--- src/hw/tpec_consts.vh ---
// register map, field positions, reset values and codes of the event counter
`ifndef TPEC_CONSTS_VH
`define TPEC_CONSTS_VH

// ----------------------------------------------------------------------------
// register byte offsets
// ----------------------------------------------------------------------------
`define TPEC_OFS_START      8'h00
`define TPEC_OFS_MODE0      8'h04
`define TPEC_OFS_MODE1      8'h08
`define TPEC_OFS_MODE2      8'h0C
`define TPEC_OFS_COUNT0     8'h10
`define TPEC_OFS_COUNT1     8'h14
`define TPEC_OFS_COUNT2     8'h18
`define TPEC_OFS_IRQ_STAT   8'h1C
`define TPEC_OFS_IRQ_MASK   8'h20

// ----------------------------------------------------------------------------
// mode register fields
// ----------------------------------------------------------------------------
`define TPEC_MODE_OP_LO     0
`define TPEC_MODE_OP_HI     1
`define TPEC_MODE_PULSE     2
`define TPEC_MODE_FREE      3
`define TPEC_MODE_QUAD      4
`define TPEC_MODE_INDEX     5
`define TPEC_MODE_WMASK     8'h0F
`define TPEC_MODE_WMASK_SEL 8'h3F
`define TPEC_OP_EVENT       2'h1

// ----------------------------------------------------------------------------
// channel positions and reset values
// ----------------------------------------------------------------------------
`define TPEC_CH_NORMAL      0
`define TPEC_CH_SELECT      1
`define TPEC_CH_QUAD        2
`define TPEC_RST_MODE       8'h00
`define TPEC_RST_COUNT      16'h0000
`define TPEC_RST_FLAGS      3'h0
`define TPEC_COUNT_MAX      16'hFFFF
`define TPEC_COUNT_MIN      16'h0000

`endif

--- src/hw/tpec_top.v ---
// three-channel two-phase event counter with apb register access
//
// Design decisions made here: the register offsets and the APB register port.
`timescale 1ns/100ps
`include "tpec_consts.vh"

module tpec_top (
  // clock and reset
  input  wire        i_clock,
  input  wire        i_rst,
  // apb slave
  input  wire        i_psel,
  input  wire        i_penable,
  input  wire        i_pwrite,
  input  wire [7:0]  i_paddr,
  input  wire [31:0] i_pwdata,
  output reg  [31:0] o_prdata,
  output reg         o_pready,
  output reg         o_pslverr,
  // phase and index pins, bit 0 is the third timer channel
  input  wire [2:0]  i_phase_a_input_pin,
  input  wire [2:0]  i_phase_b_input_pin,
  input  wire        i_index_pin,
  // interrupt
  output reg         o_irq
);

  // ----------------------------------------------------------------------------
  // declarations
  // ----------------------------------------------------------------------------
  reg  [2:0]  count_start_flags;
  reg  [7:0]  mode_reg [0:2];
  reg  [2:0]  irq_status;
  reg  [2:0]  irq_mask;
  reg  [2:0]  next_irq_status;
  reg  [31:0] next_rdata;
  reg         next_err;
  reg  [2:0]  read_clear;

  wire        access;
  wire        xfer;
  wire        wr;
  wire        rd_stat;

  wire [6:0]  pin_raw;
  wire [6:0]  pin_level;
  wire [6:0]  pin_rise;
  wire [6:0]  pin_fall;

  wire [47:0] count_flat;
  wire [2:0]  wrap;
  wire [2:0]  count_write;
  wire [2:0]  running;
  wire [2:0]  quad_mode;
  wire [2:0]  z_clear;

  wire        sel_start;
  wire        sel_mode0;
  wire        sel_mode1;
  wire        sel_mode2;
  wire        sel_count0;
  wire        sel_count1;
  wire        sel_count2;
  wire        sel_irq_stat;
  wire        sel_irq_mask;

  // ----------------------------------------------------------------------------
  // register selects
  // ----------------------------------------------------------------------------
  // one compare per register, shared by the write and clear paths
  // unaligned or out-of-range addresses match none and reach the error path
  assign sel_start    = (i_paddr == `TPEC_OFS_START);
  assign sel_mode0    = (i_paddr == `TPEC_OFS_MODE0);
  assign sel_mode1    = (i_paddr == `TPEC_OFS_MODE1);
  assign sel_mode2    = (i_paddr == `TPEC_OFS_MODE2);
  assign sel_count0   = (i_paddr == `TPEC_OFS_COUNT0);
  assign sel_count1   = (i_paddr == `TPEC_OFS_COUNT1);
  assign sel_count2   = (i_paddr == `TPEC_OFS_COUNT2);
  assign sel_irq_stat = (i_paddr == `TPEC_OFS_IRQ_STAT);
  assign sel_irq_mask = (i_paddr == `TPEC_OFS_IRQ_MASK);

  // ----------------------------------------------------------------------------
  // apb handshake
  // ----------------------------------------------------------------------------
  // access samples data a cycle early; xfer commits on the pready edge
  assign access = i_psel & i_penable & ~o_pready;
  assign xfer   = i_psel & i_penable & o_pready;
  assign wr     = xfer & i_pwrite;
  assign rd_stat = xfer & ~i_pwrite & sel_irq_stat;

  always @(posedge i_clock) begin
    if (i_rst) begin
      o_pready  <= 1'b0;
      o_prdata  <= 32'h0000_0000;
      o_pslverr <= 1'b0;
    end else begin
      o_pready <= access;
      if (access) begin
        o_prdata  <= i_pwrite ? 32'h0000_0000 : next_rdata;
        o_pslverr <= next_err;
      end else if (xfer) begin
        o_prdata  <= 32'h0000_0000;
        o_pslverr <= 1'b0;
      end
    end
  end

  // ----------------------------------------------------------------------------
  // read mux and address decode
  // ----------------------------------------------------------------------------
  always @* begin
    next_rdata = 32'h0000_0000;
    next_err   = 1'b0;
    case (i_paddr)
      `TPEC_OFS_START: begin
        next_rdata = {29'h0000_0000, count_start_flags};
      end
      `TPEC_OFS_MODE0: begin
        next_rdata = {24'h00_0000, mode_reg[0]};
      end
      `TPEC_OFS_MODE1: begin
        next_rdata = {24'h00_0000, mode_reg[1]};
      end
      `TPEC_OFS_MODE2: begin
        next_rdata = {24'h00_0000, mode_reg[2]};
      end
      `TPEC_OFS_COUNT0: begin
        next_rdata = {16'h0000, count_flat[15:0]};
      end
      `TPEC_OFS_COUNT1: begin
        next_rdata = {16'h0000, count_flat[31:16]};
      end
      `TPEC_OFS_COUNT2: begin
        next_rdata = {16'h0000, count_flat[47:32]};
      end
      `TPEC_OFS_IRQ_STAT: begin
        next_rdata = {29'h0000_0000, irq_status};
      end
      `TPEC_OFS_IRQ_MASK: begin
        next_rdata = {29'h0000_0000, irq_mask};
      end
      default: begin
        next_err = 1'b1;
      end
    endcase
  end

  // ----------------------------------------------------------------------------
  // start flags
  // ----------------------------------------------------------------------------
  always @(posedge i_clock) begin
    if (i_rst) begin
      count_start_flags <= `TPEC_RST_FLAGS;
    end else if (wr && sel_start) begin
      // one word for all channels, so they can start on the same edge
      // one starts / zero stops
      count_start_flags <= i_pwdata[2:0];
    end
  end

  // ----------------------------------------------------------------------------
  // mode registers
  // ----------------------------------------------------------------------------
  // method and index bits exist only on the middle channel
  always @(posedge i_clock) begin
    if (i_rst) begin
      mode_reg[0] <= `TPEC_RST_MODE;
      mode_reg[1] <= `TPEC_RST_MODE;
      mode_reg[2] <= `TPEC_RST_MODE;
    end else if (wr) begin
      if (sel_mode0) begin
        mode_reg[0] <= i_pwdata[7:0] & `TPEC_MODE_WMASK;
      end
      if (sel_mode1) begin
        mode_reg[1] <= i_pwdata[7:0] & `TPEC_MODE_WMASK_SEL;
      end
      if (sel_mode2) begin
        mode_reg[2] <= i_pwdata[7:0] & `TPEC_MODE_WMASK;
      end
    end
  end

  // ----------------------------------------------------------------------------
  // count register writes
  // ----------------------------------------------------------------------------
  // running write only reaches reload
  // the same bus word feeds reload and counter alike
  assign count_write[0] = wr & sel_count0;
  assign count_write[1] = wr & sel_count1;
  assign count_write[2] = wr & sel_count2;

  // ----------------------------------------------------------------------------
  // pin synchronisers
  // ----------------------------------------------------------------------------
  // both pins of a channel are phase inputs
  assign pin_raw = {i_index_pin, i_phase_b_input_pin, i_phase_a_input_pin};

  // one shared synchroniser for all pins
  tpec_sync_edge #(
    .WIDTH (7)
  ) u_sync (
    .i_clock (i_clock),
    .i_rst   (i_rst),
    .i_async (pin_raw),
    .o_level (pin_level),
    .o_rise  (pin_rise),
    .o_fall  (pin_fall)
  );

  // ----------------------------------------------------------------------------
  // counter channels
  // ----------------------------------------------------------------------------
  // fixed normal, selectable, fixed quad
  // only the middle channel reads its method bit
  assign quad_mode[0] = 1'b0;
  assign quad_mode[1] = mode_reg[1][`TPEC_MODE_QUAD];
  assign quad_mode[2] = 1'b1;

  // index clear on middle channel
  // clear ignores the run bit, so a stopped axis can still be homed
  assign z_clear[0] = 1'b0;
  assign z_clear[1] = mode_reg[1][`TPEC_MODE_INDEX] & pin_rise[6]
                      & (mode_reg[1][1:0] == `TPEC_OP_EVENT);
  assign z_clear[2] = 1'b0;

  assign running[0] = count_start_flags[0]
                      & (mode_reg[0][1:0] == `TPEC_OP_EVENT)
                      & ~mode_reg[0][`TPEC_MODE_PULSE];
  assign running[1] = count_start_flags[1]
                      & (mode_reg[1][1:0] == `TPEC_OP_EVENT)
                      & ~mode_reg[1][`TPEC_MODE_PULSE];
  assign running[2] = count_start_flags[2]
                      & (mode_reg[2][1:0] == `TPEC_OP_EVENT)
                      & ~mode_reg[2][`TPEC_MODE_PULSE];

  // ----------------------------------------------------------------------------
  // channel instances
  // ----------------------------------------------------------------------------
  // third timer channel, normal processing only
  tpec_channel u_ch0 (
    .i_clock    (i_clock),
    .i_rst      (i_rst),
    .i_enable   (running[0]),
    .i_quad     (quad_mode[0]),
    .i_free_run (mode_reg[0][`TPEC_MODE_FREE]),
    .i_z_clear  (z_clear[0]),
    .i_a_rise   (pin_rise[0]),
    .i_a_fall   (pin_fall[0]),
    .i_b_rise   (pin_rise[3]),
    .i_b_fall   (pin_fall[3]),
    .i_b_level  (pin_level[3]),
    .i_write    (count_write[0]),
    .i_wdata    (i_pwdata[15:0]),
    .o_count    (count_flat[15:0]),
    .o_wrap     (wrap[0])
  );

  // fourth timer channel, method chosen by software, sole user of the index pin
  tpec_channel u_ch1 (
    .i_clock    (i_clock),
    .i_rst      (i_rst),
    .i_enable   (running[1]),
    .i_quad     (quad_mode[1]),
    .i_free_run (mode_reg[1][`TPEC_MODE_FREE]),
    .i_z_clear  (z_clear[1]),
    .i_a_rise   (pin_rise[1]),
    .i_a_fall   (pin_fall[1]),
    .i_b_rise   (pin_rise[4]),
    .i_b_fall   (pin_fall[4]),
    .i_b_level  (pin_level[4]),
    .i_write    (count_write[1]),
    .i_wdata    (i_pwdata[15:0]),
    .o_count    (count_flat[31:16]),
    .o_wrap     (wrap[1])
  );

  // fifth timer channel, multiply-by-4 only
  tpec_channel u_ch2 (
    .i_clock    (i_clock),
    .i_rst      (i_rst),
    .i_enable   (running[2]),
    .i_quad     (quad_mode[2]),
    .i_free_run (mode_reg[2][`TPEC_MODE_FREE]),
    .i_z_clear  (z_clear[2]),
    .i_a_rise   (pin_rise[2]),
    .i_a_fall   (pin_fall[2]),
    .i_b_rise   (pin_rise[5]),
    .i_b_fall   (pin_fall[5]),
    .i_b_level  (pin_level[5]),
    .i_write    (count_write[2]),
    .i_wdata    (i_pwdata[15:0]),
    .o_count    (count_flat[47:32]),
    .o_wrap     (wrap[2])
  );

  // ----------------------------------------------------------------------------
  // interrupt status and mask
  // ----------------------------------------------------------------------------
  // only bits shown to the reader are cleared, so a late event survives
  always @* begin
    read_clear      = rd_stat ? o_prdata[2:0] : 3'h0;
    // wrap sets sticky flag, set wins
    next_irq_status = (irq_status & ~read_clear) | wrap;
  end

  always @(posedge i_clock) begin
    if (i_rst) begin
      irq_status <= `TPEC_RST_FLAGS;
      irq_mask   <= `TPEC_RST_FLAGS;
      o_irq      <= 1'b0;
    end else begin
      irq_status <= next_irq_status;
      // a new mask reaches the line one edge after it is written
      if (wr && sel_irq_mask) begin
        irq_mask <= i_pwdata[2:0];
      end
      // registered from next_irq_status, so the line changes on the same edge as the status flag
      o_irq <= |(next_irq_status & irq_mask);
    end
  end

endmodule

--- src/hw/tpec_sync_edge.v ---
// two-stage input synchroniser with edge detection after the second stage
`timescale 1ns/100ps

module tpec_sync_edge #(
  parameter WIDTH = 1
) (
  // clock and reset
  input  wire             i_clock,
  input  wire             i_rst,
  // raw pins
  input  wire [WIDTH-1:0] i_async,
  // synchronised level and edges
  output wire [WIDTH-1:0] o_level,
  output wire [WIDTH-1:0] o_rise,
  output wire [WIDTH-1:0] o_fall
);

  reg [WIDTH-1:0] meta;
  reg [WIDTH-1:0] sync;
  reg [WIDTH-1:0] prev;

  // ----------------------------------------------------------------------------
  // synchroniser chain
  // ----------------------------------------------------------------------------
  // sync then detect edges
  always @(posedge i_clock) begin
    if (i_rst) begin
      meta <= {WIDTH{1'b0}};
      sync <= {WIDTH{1'b0}};
      prev <= {WIDTH{1'b0}};
    end else begin
      meta <= i_async;
      sync <= meta;
      prev <= sync;
    end
  end

  // edges only from the settled stages, never from meta
  assign o_level = sync;
  assign o_rise  = sync & ~prev;
  assign o_fall  = ~sync & prev;

endmodule

--- src/hw/tpec_channel.v ---
// one 16-bit reloadable up/down counter fed by decoded phase edges
`timescale 1ns/100ps
`include "tpec_consts.vh"

module tpec_channel (
  // clock and reset
  input  wire        i_clock,
  input  wire        i_rst,
  // control
  input  wire        i_enable,
  input  wire        i_quad,
  input  wire        i_free_run,
  input  wire        i_z_clear,
  // phase edges
  input  wire        i_a_rise,
  input  wire        i_a_fall,
  input  wire        i_b_rise,
  input  wire        i_b_fall,
  input  wire        i_b_level,
  // software write
  input  wire        i_write,
  input  wire [15:0] i_wdata,
  // state
  output reg  [15:0] o_count,
  output reg         o_wrap
);

  reg  [15:0] reload;
  reg         dir_up;
  reg         next_dir_up;
  reg         step;
  reg         up;

  // ----------------------------------------------------------------------------
  // edge decode
  // ----------------------------------------------------------------------------
  always @* begin
    next_dir_up = dir_up;
    if (i_a_rise && i_b_level) next_dir_up = 1'b1;
    if (i_a_fall && i_b_level) next_dir_up = 1'b0;
    if (i_quad) begin
      step = i_a_rise | i_a_fall | i_b_rise | i_b_fall;
      up   = next_dir_up;
    end else begin
      step = (i_a_rise | i_a_fall) & i_b_level;
      up   = i_a_rise;
    end
  end

  // ----------------------------------------------------------------------------
  // counter and reload
  // ----------------------------------------------------------------------------
  always @(posedge i_clock) begin
    if (i_rst) begin
      o_count <= `TPEC_RST_COUNT;
      reload  <= `TPEC_RST_COUNT;
      dir_up  <= 1'b1;
      o_wrap  <= 1'b0;
    end else begin
      o_wrap <= 1'b0;
      dir_up <= next_dir_up;
      if (i_write) begin
        reload <= i_wdata;
        if (!i_enable) o_count <= i_wdata;
      end
      if (i_z_clear) begin
        o_count <= `TPEC_COUNT_MIN;
      end else if (i_enable && step) begin
        if (up && o_count == `TPEC_COUNT_MAX) begin
          o_wrap  <= 1'b1;
          // reload and keep counting / free-run wraps
          o_count <= i_free_run ? `TPEC_COUNT_MIN : reload;
        end else if (!up && o_count == `TPEC_COUNT_MIN) begin
          o_wrap  <= 1'b1;
          o_count <= i_free_run ? `TPEC_COUNT_MAX : reload;
        end else if (up) begin
          o_count <= o_count + 16'h0001;
        end else begin
          o_count <= o_count - 16'h0001;
        end
      end
    end
  end

endmodule

--- config.mk ---
export PLATFORM = sky130hd
export DESIGN_NAME = tpec_top
export DESIGN_NICKNAME = d
export VERILOG_FILES = /design/src/hw/tpec_top.v /design/src/hw/tpec_sync_edge.v /design/src/hw/tpec_channel.v
export VERILOG_INCLUDE_DIRS = /design/src /design/src/hw
export SDC_FILE = /design/constraint.sdc
export NUM_CORES = 1
export LEC_CHECK = 0
export BUFFER_PORTS_ARGS = -buffer_cell sky130_fd_sc_hd__buf_2
export CELL_PAD_IN_SITES_DETAIL_PLACEMENT = 0
export CELL_PAD_IN_SITES_GLOBAL_PLACEMENT = 1
export CORE_MARGIN = 5
export CORE_UTILIZATION = 30
export CTS_CLUSTER_SIZE = 14
export DETAILED_ROUTE_END_ITERATION = 7
export PLACE_DENSITY = 0.69
export SLEW_MARGIN = 10
export SYNTH_ARGS = -nofsm -noshare
export SYNTH_HDL_FRONTEND = slang
export SYNTH_SLANG_ARGS = --single-unit
--- constraint.sdc ---
create_clock -name i_clock -period 5.6 [get_ports i_clock]
set_input_delay 1.4 -clock i_clock [delete_from_list [all_inputs] [get_ports i_clock]]
set_output_delay 1.4 -clock i_clock [all_outputs]
set_load 0.01 [all_outputs]
==> impl_metrics.toml, run 1 <==
[pwr]
p_int_mw = 1.97
sw_frac_of_total_pct = 24.5
clock_power_share_pct = 47.7
ir_drop_mv = 0.209
combPwrFrac_pct = 6.5
seqPwrFrac_pct = 45.8
switchingPower_mw = 0.637
p_per_area_nw_per_um2 = 238
power.leakage_nw = 4.19

[cts]
cts_setup_buffers = 0
cts_resized = 0
clk_latency_ns = 0.44
cts-root-buf = "clkbuf_16"
clk_pin_slew_ns = 0.06
clkSinkCount = 163
cts_buffers = 17
htreeDepth = 4
cts_tree = "yes"
clockBufferDepth = 2
holdBufCountCts = 0

[place]
gp_congestion = 0.845
hpwl_microns = 23500
place_ws_ns = 1.44
io_buffers = 54

[route]
drtIter0Drc = 777
routedWlPerCell_microns = 19.8
final_antenna_net_count = 0
avgViaCountPerCell = 5.49
first_pass_iters = 6
vias = 9094
totalWireLength_microns = 32800
drcViolationCount = 0

[floorplanning]
core_sq_um = 32300
io_pins = 87
std_cell_rows = 66
die_h_microns = 190
initial_utilization_pct = 30.1
die-area_sq_um = 36100
die_w_microns = 190

[worst_setup_path]
critPathMaxFanout = 15
crit_arrival_ns = 4.27
startpoint_type = "flop"
worstReg2RegStart = "u_sync.o_level[2]"
rr_endpoint = "u_ch2.o_count[15]"
required_ns = 5.89
startpoint = "u_sync.o_level[2]"
rr_worst_depth = 12
crit_type = "reg2reg"
end_kind = "flop"
endpoint = "u_ch2.o_count[15]"
rrSetupSlack_ns = 1.62

[timing]
slew_viol_final = 0
period_minus_slack_ns = 3.98
layout_worst_path_cycle_share_pct = 71.0
tns_ns = 0
fmax_mhz = 251
whs_ns = 0.439
worst_pin_slew_ns = 1.24
relSlewSlack_pct = 17.3
clock_skew_ns = 0.0125
rsz0062_at_grt = "no"
setup_ws_ns = 1.62
finalSetupViolCount = 0
hold_violations = 0

[yosys]
synth_top_family_by_area = "compound AO/OA/AOI/OAI gates"
netlist.top_cell.by_area = "dfxtp_1"
postSynthCellCount = 1179
synthArstFlopShare_pct = 0
yosysUniqueCellTypes = 75
synthXorXnorAreaFrac_pct = 3.34
synth-edff-count = 14
synth-seq-area-share_pct = 35.0
syn_avg_cell_area_sq_um = 8.24
netlist_top_cells_area = "dfxtp_1, a21oi_1, ha_1"
yosys.area_share.adder_pct = 6.93
yosys.area_share.simple_pct = 20.9
synthMuxAreaShare_pct = 3.61
yosys_register_bits = 163
ys.flop_type = "dfxtp_1"
mappedNetlistArea_sq_um = 9720
synth_top_area_share_pct = 30.7
yosys_warnings = 0
synth_compound_area_share_pct = 25.4

[min_path]
hold_class = "reg2reg"

[grt]
antenna_found_initial = 0
grt_start_max_net_pins = 67
grt_pass1_wl_microns = 50100
grt-ovfl-total = 0
grt_pass1_vias = 8476
grtUsageTotal_pct = 17.8

[run]
maxCapViolCount = 0

[final_layout]
fillers = 3434
syn2layout_area_growth_pct = 12.6
diodes = 0
layout_common_cells = "nand2_1, dfxtp_1, a21oi_1"
final_common_cell = "nand2_1"
final_nets = 1305
drive_above_1_share_pct = 10.5

[run_status]
status = "finished, final reports clean"
-- routing by layer --
metal / routed length [microns] / vias to the layer above / GRT usage, %
li1: - / 4383 / -
met1: 15100 / 4364 / 24.6
met2: 15200 / 303 / 28.4
met3: 1740 / 44 / 2.79
met4: 804 / 0 / 6.07
met5: 0 / - / 0
-- worst max-delay path, cell delays in order, from the launching register on --
cell	delay (ns)
dfxtp_1	0.34
inv_1	0.06
ha_1	0.19
a21oi_1	0.51
inv_1	0.47
ha_1	0.49
o21ai_0	0.11
o21bai_1	0.17
a21boi_0	0.16
o31ai_1	0.70
a21oi_1	0.16
o311ai_0	0.36
a31oi_1	0.12
-- power by group through the flow --
stage,Clock [mW],Combinational [mW],Sequential (mW)
after floorplan,0,0.111,1.22
after global placement,0,0.168,1.22
after detailed placement,0,0.168,1.22
after CTS,1.26,0.169,1.19
after global routing,1.32,0.185,1.19
final,1.24,0.169,1.19
-- metrics by stage --
| stage | cells | power [mW] | util, % | area [sq um] |
|---|---|---|---|---|
| 2_1_floorplan | 1194 | 1.33 | - | 9770 |
| 3_3_place_gp | 1624 | 1.39 | 32.0 | 10300 |
| 3_5_place_dp | 1624 | 1.39 | 32.0 | 10300 |
| 4_1_cts | 1656 | 2.62 | 33.9 | 10900 |
| 5_1_grt | 1656 | 2.69 | 33.9 | 10900 |
| 6_report | 1656 | 2.60 | 33.9 | 10900 |
-- layout make-up --
class                   count  area (sq um)  area share [%]
well taps                 442           553            5.05
clock buffers              22           464            4.24
clock inverters            10           146            1.34
multi-input cells         931          5920            54.1
inverters                  20          75.1           0.686
flip-flops and latches    163          3400            31.1
repair buffers             68           378            3.45
-- Yosys cell counts (9+ instances only) --
library cell  instances
a211oi_1             23
a21o_1               16
a21oi_1             139
a222oi_1             12
and2_1               12
buf_4                19
clkbuf_1             51
dfxtp_1             149
edfxtp_1             14
ha_1                 49
inv_1                20
mux2i_1              26
nand2_1             162
nand3_1              18
nand4_1              18
nor2_1              103
nor2b_1              28
nor3_1               19
nor4_1               20
o21a_1               13
o21ai_0              37
o221ai_1             23
o31ai_1               9
xnor2_1              25
xor2_1               12
-- worst min-delay path by stage --
stage,startpoint,endpoint,depth (start not counted)
final,u_sync.meta[2],u_sync.o_level[2],1
after CTS,u_sync.meta[2],u_sync.o_level[2],1
after detailed placement,u_sync.meta[2],u_sync.o_level[2],1
after global routing,u_sync.meta[4],u_sync.o_level[4],1
after global placement,u_sync.meta[1],u_sync.o_level[1],1
after floorplan,u_sync.meta[0],u_sync.o_level[0],1
-- logic make-up after synthesis --
kind of cell,count (synthesis)
flops,163
buf+inv,100
other cells,1
xor+xnor,37
compound gates,368
fa+ha+maj,52
mux,34
simple gates,424
(Power assumes the default switching activity.)
==> inputs of run 2 (changes only) <==
--- a/config.mk
+++ b/config.mk
@@ -6,6 +6,7 @@
 export SDC_FILE = /design/constraint.sdc
 export NUM_CORES = 1
 export LEC_CHECK = 0
+export ABC_AREA = 1
 export BUFFER_PORTS_ARGS = -buffer_cell sky130_fd_sc_hd__buf_2
 export CELL_PAD_IN_SITES_DETAIL_PLACEMENT = 0
 export CELL_PAD_IN_SITES_GLOBAL_PLACEMENT = 1
@@ -13,7 +14,7 @@
 export CORE_UTILIZATION = 30
 export CTS_CLUSTER_SIZE = 14
 export DETAILED_ROUTE_END_ITERATION = 7
-export PLACE_DENSITY = 0.69
+export PLACE_DENSITY = 0.74
 export SLEW_MARGIN = 10
 export SYNTH_ARGS = -nofsm -noshare
 export SYNTH_HDL_FRONTEND = slang
==> constraint.sdc (replaced) <==
create_clock -name i_clock -period 3.6 [get_ports i_clock]
set_input_delay 0.9 -clock i_clock [delete_from_list [all_inputs] [get_ports i_clock]]
set_output_delay 0.9 -clock i_clock [all_outputs]
set_load 0.01 [all_outputs]
==> run 2 against run 1 <==
Net effect: global-route usage is 0.072 points higher; maximum frequency rose by 39%; worst hold slack worse by 0.037 ns; sequential power rose by 55%; combinational power is 88% higher; critical path depth rose by 10; routed wire length is 14% higher; critical endpoint is now u_ch1.o_count[11].
==> impl_metrics.toml, run 2 <==
[run_status]
status = "finished, final reports clean"

[worst_setup_path]
end_kind = "flop"
crit_type = "reg2reg"
worstReg2RegStart = "u_sync.prev[1]"
endpoint = "u_ch1.o_count[11]"
rr_worst_depth = 22
crit_arrival_ns = 3.18
critPathMaxStageDelay_ns = 0.35
startpoint_type = "flop"
cp_slowest_cell = "inv_2"
rrSetupSlack_ns = 0.74
path_cells = "inv_1, ha_1, nand2_1, nand2_1, nand3_1, nand2_1, inv_2, ha_1, nand2_1, inv_1, a21oi_1, nand2_1, nand2_1, nand2_1, nand2_1, nand2_1, nand2_1, nand2_1, nand2_1, nand2_1, nand2_1, a21oi_1"
startpoint = "u_sync.prev[1]"
rr_endpoint = "u_ch1.o_count[11]"
critPathMostFrequentCell = "nand2_1"
required_ns = 3.92
critPathMaxFanout = 18

[yosys]
ys.flop_type = "dfxtp_1"
synth_top_area_share_pct = 26.6
synthArstFlopShare_pct = 0
mappedNetlistArea_sq_um = 11200
yosys.area_share.adder_pct = 6.01
synth-edff-count = 14
synth_top_family_by_area = "simple AND/OR/NAND/NOR gates"
synth_common_cells = "nand2_1, inv_1, a21oi_1"
yosysUniqueCellTypes = 48
yosys_warnings = 0
netlist.top_cell.by_area = "dfxtp_1"
synth-seq-area-share_pct = 30.4
netlist_top_cells_area = "dfxtp_1, nand2_1, inv_1"
synth_compound_area_share_pct = 17.2
synthMuxAreaShare_pct = 0
syn_avg_cell_area_sq_um = 6.25
yosys_register_bits = 163
yosys.area_share.simple_pct = 32.5
synth_most_common_cell = "nand2_1"
postSynthCellCount = 1794
synthXorXnorAreaFrac_pct = 1.09

[place]
dpl_cell_area_sq_um = 11900
gp_congestion = 0.887
hpwl_microns = 28200
place_ws_ns = 0.751
io_buffers = 54

[cts]
cts_tree = "yes"
clk_latency_ns = 0.45
cts-root-buf = "clkbuf_16"
clk_pin_slew_ns = 0.08
cts_buffers = 17
clkSinkCount = 163
cts_setup_buffers = 0
clockBufferDepth = 2
cts_resized = 0
htreeDepth = 4
holdBufCountCts = 0

[grt]
use_met1_pct = 25.1
grt_pass1_vias = 10516
antenna_found_initial = 0
grt_pass1_wl_microns = 59200
use_met2_pct = 28.6
grt_start_max_net_pins = 40
grt-ovfl-total = 0
busiest_layer = "met2"
grtUsageTotal_pct = 17.9
met3_usage_pct = 2.70

[timing]
fmax_mhz = 349
setup_ws_ns = 0.735
finalSetupViolCount = 0
rsz0062_at_grt = "no"
slew_viol_final = 0
hold_violations = 0
worst_pin_slew_ns = 0.844
relSlewSlack_pct = 43.5
whs_ns = 0.402
period_minus_slack_ns = 2.86
clock_skew_ns = 0.0173
layout_worst_path_cycle_share_pct = 79.6
tns_ns = 0

[min_path]
hold_class = "reg2reg"

[route]
first_pass_iters = 5
drcViolationCount = 0
routedWlPerCell_microns = 16.2
avgViaCountPerCell = 4.98
drtIter0Drc = 833
final_antenna_net_count = 0
vias = 11483
totalWireLength_microns = 37400

[final_layout]
final_nets = 1927
syn2layout_area_growth_pct = 11.1
fillers = 4067
drive_above_1_share_pct = 8.39
diodes = 0
design_area_sq_um = 12500
layout_common_cells = "nand2_1, inv_1, a21oi_1"
final_common_cell = "nand2_1"

[floorplanning]
core_sq_um = 36800
io_pins = 87
die_h_microns = 203
std_cell_rows = 70
die_w_microns = 203
initial_utilization_pct = 30.5
die-area_sq_um = 41300

[pwr]
ir_drop_mv = 0.342
p_total_mw = 4.09
p_per_area_nw_per_um2 = 328
power.leakage_nw = 5.98

[run]
maxCapViolCount = 0
[run 2: cell count changes after synthesis, moves of 26 or more]
cell / before / now
clkbuf_1: 51 / 25
o21ai_0: 37 / 138
mux2i_1: 26 / 0
inv_1: 20 / 256
nor2b_1: 28 / 0
nand3_1: 18 / 121
nand2_1: 162 / 539
[run 2: cells by family (layout without fill, tap and decap cells)]
kind of cell,after synthesis,count (layout)
and+or+nand+nor,852,852
other,1,16
AOI/OAI and AO/OA,364,364
xor gates and xnor gates,14,14
adders and majority gates,52,52
buffers and inverters,348,375
DFF,163,163
[run 2: routing by layer]
layer	wire, microns	share of wire (%)
met5	0	0
met4	973	2.6
met2	16900	45
met3	2300	6.1
met1	17200	46
[run 2: metrics by stage]
step                instances  utilization [%]
floorplan                1809                -
finish                   2304             33.9
global placement         2272             32.2
CTS                      2304             33.9
detailed placement       2272             32.2
global route             2304             33.9
[run 2: worst min-delay path by stage]
| stage | cells after the start | to | from | slack, ns |
|---|---|---|---|---|
| 6_report | 2 | u_sync.o_level[0] | u_sync.meta[0] | 0.40 |
| 5_1_grt | 2 | u_sync.o_level[4] | u_sync.meta[4] | 0.43 |
| 4_1_cts | 2 | u_sync.o_level[0] | u_sync.meta[0] | 0.41 |
| 3_5_place_dp | 2 | u_sync.o_level[0] | u_sync.meta[0] | 0.40 |
| 3_3_place_gp | 2 | u_sync.o_level[3] | u_sync.meta[3] | 0.39 |
| 2_1_floorplan | 2 | u_sync.o_level[0] | u_sync.meta[0] | 0.39 |
[run 2: power by group]
part           switching (mW)  internal, mW
Clock                   0.888          1.03
Sequential             0.0122          1.84
Combinational           0.227        0.0915
Total                    1.13          2.96
[run 2: cell type report]
cell class,count,area (sq um),share of cell area [%]
clock inverters,14,151,1.22
multi-input cells,1298,6440,51.7
repair buffers,72,405,3.26
well taps,468,586,4.70
inverters,271,1020,8.17
flip-flops and latches,163,3400,27.3
clock buffers,18,450,3.62
[run 2: worst max-delay path, delay by kind of cell (launching register included)]
kind	cells	cell delay, ns
flip-flops	1	0.33
AND/OR/NAND/NOR	15	1.23
buffers and inverters	3	0.45
adder cells (fa/ha/maj)	2	0.54
AO/OA/AOI/OAI	2	0.19
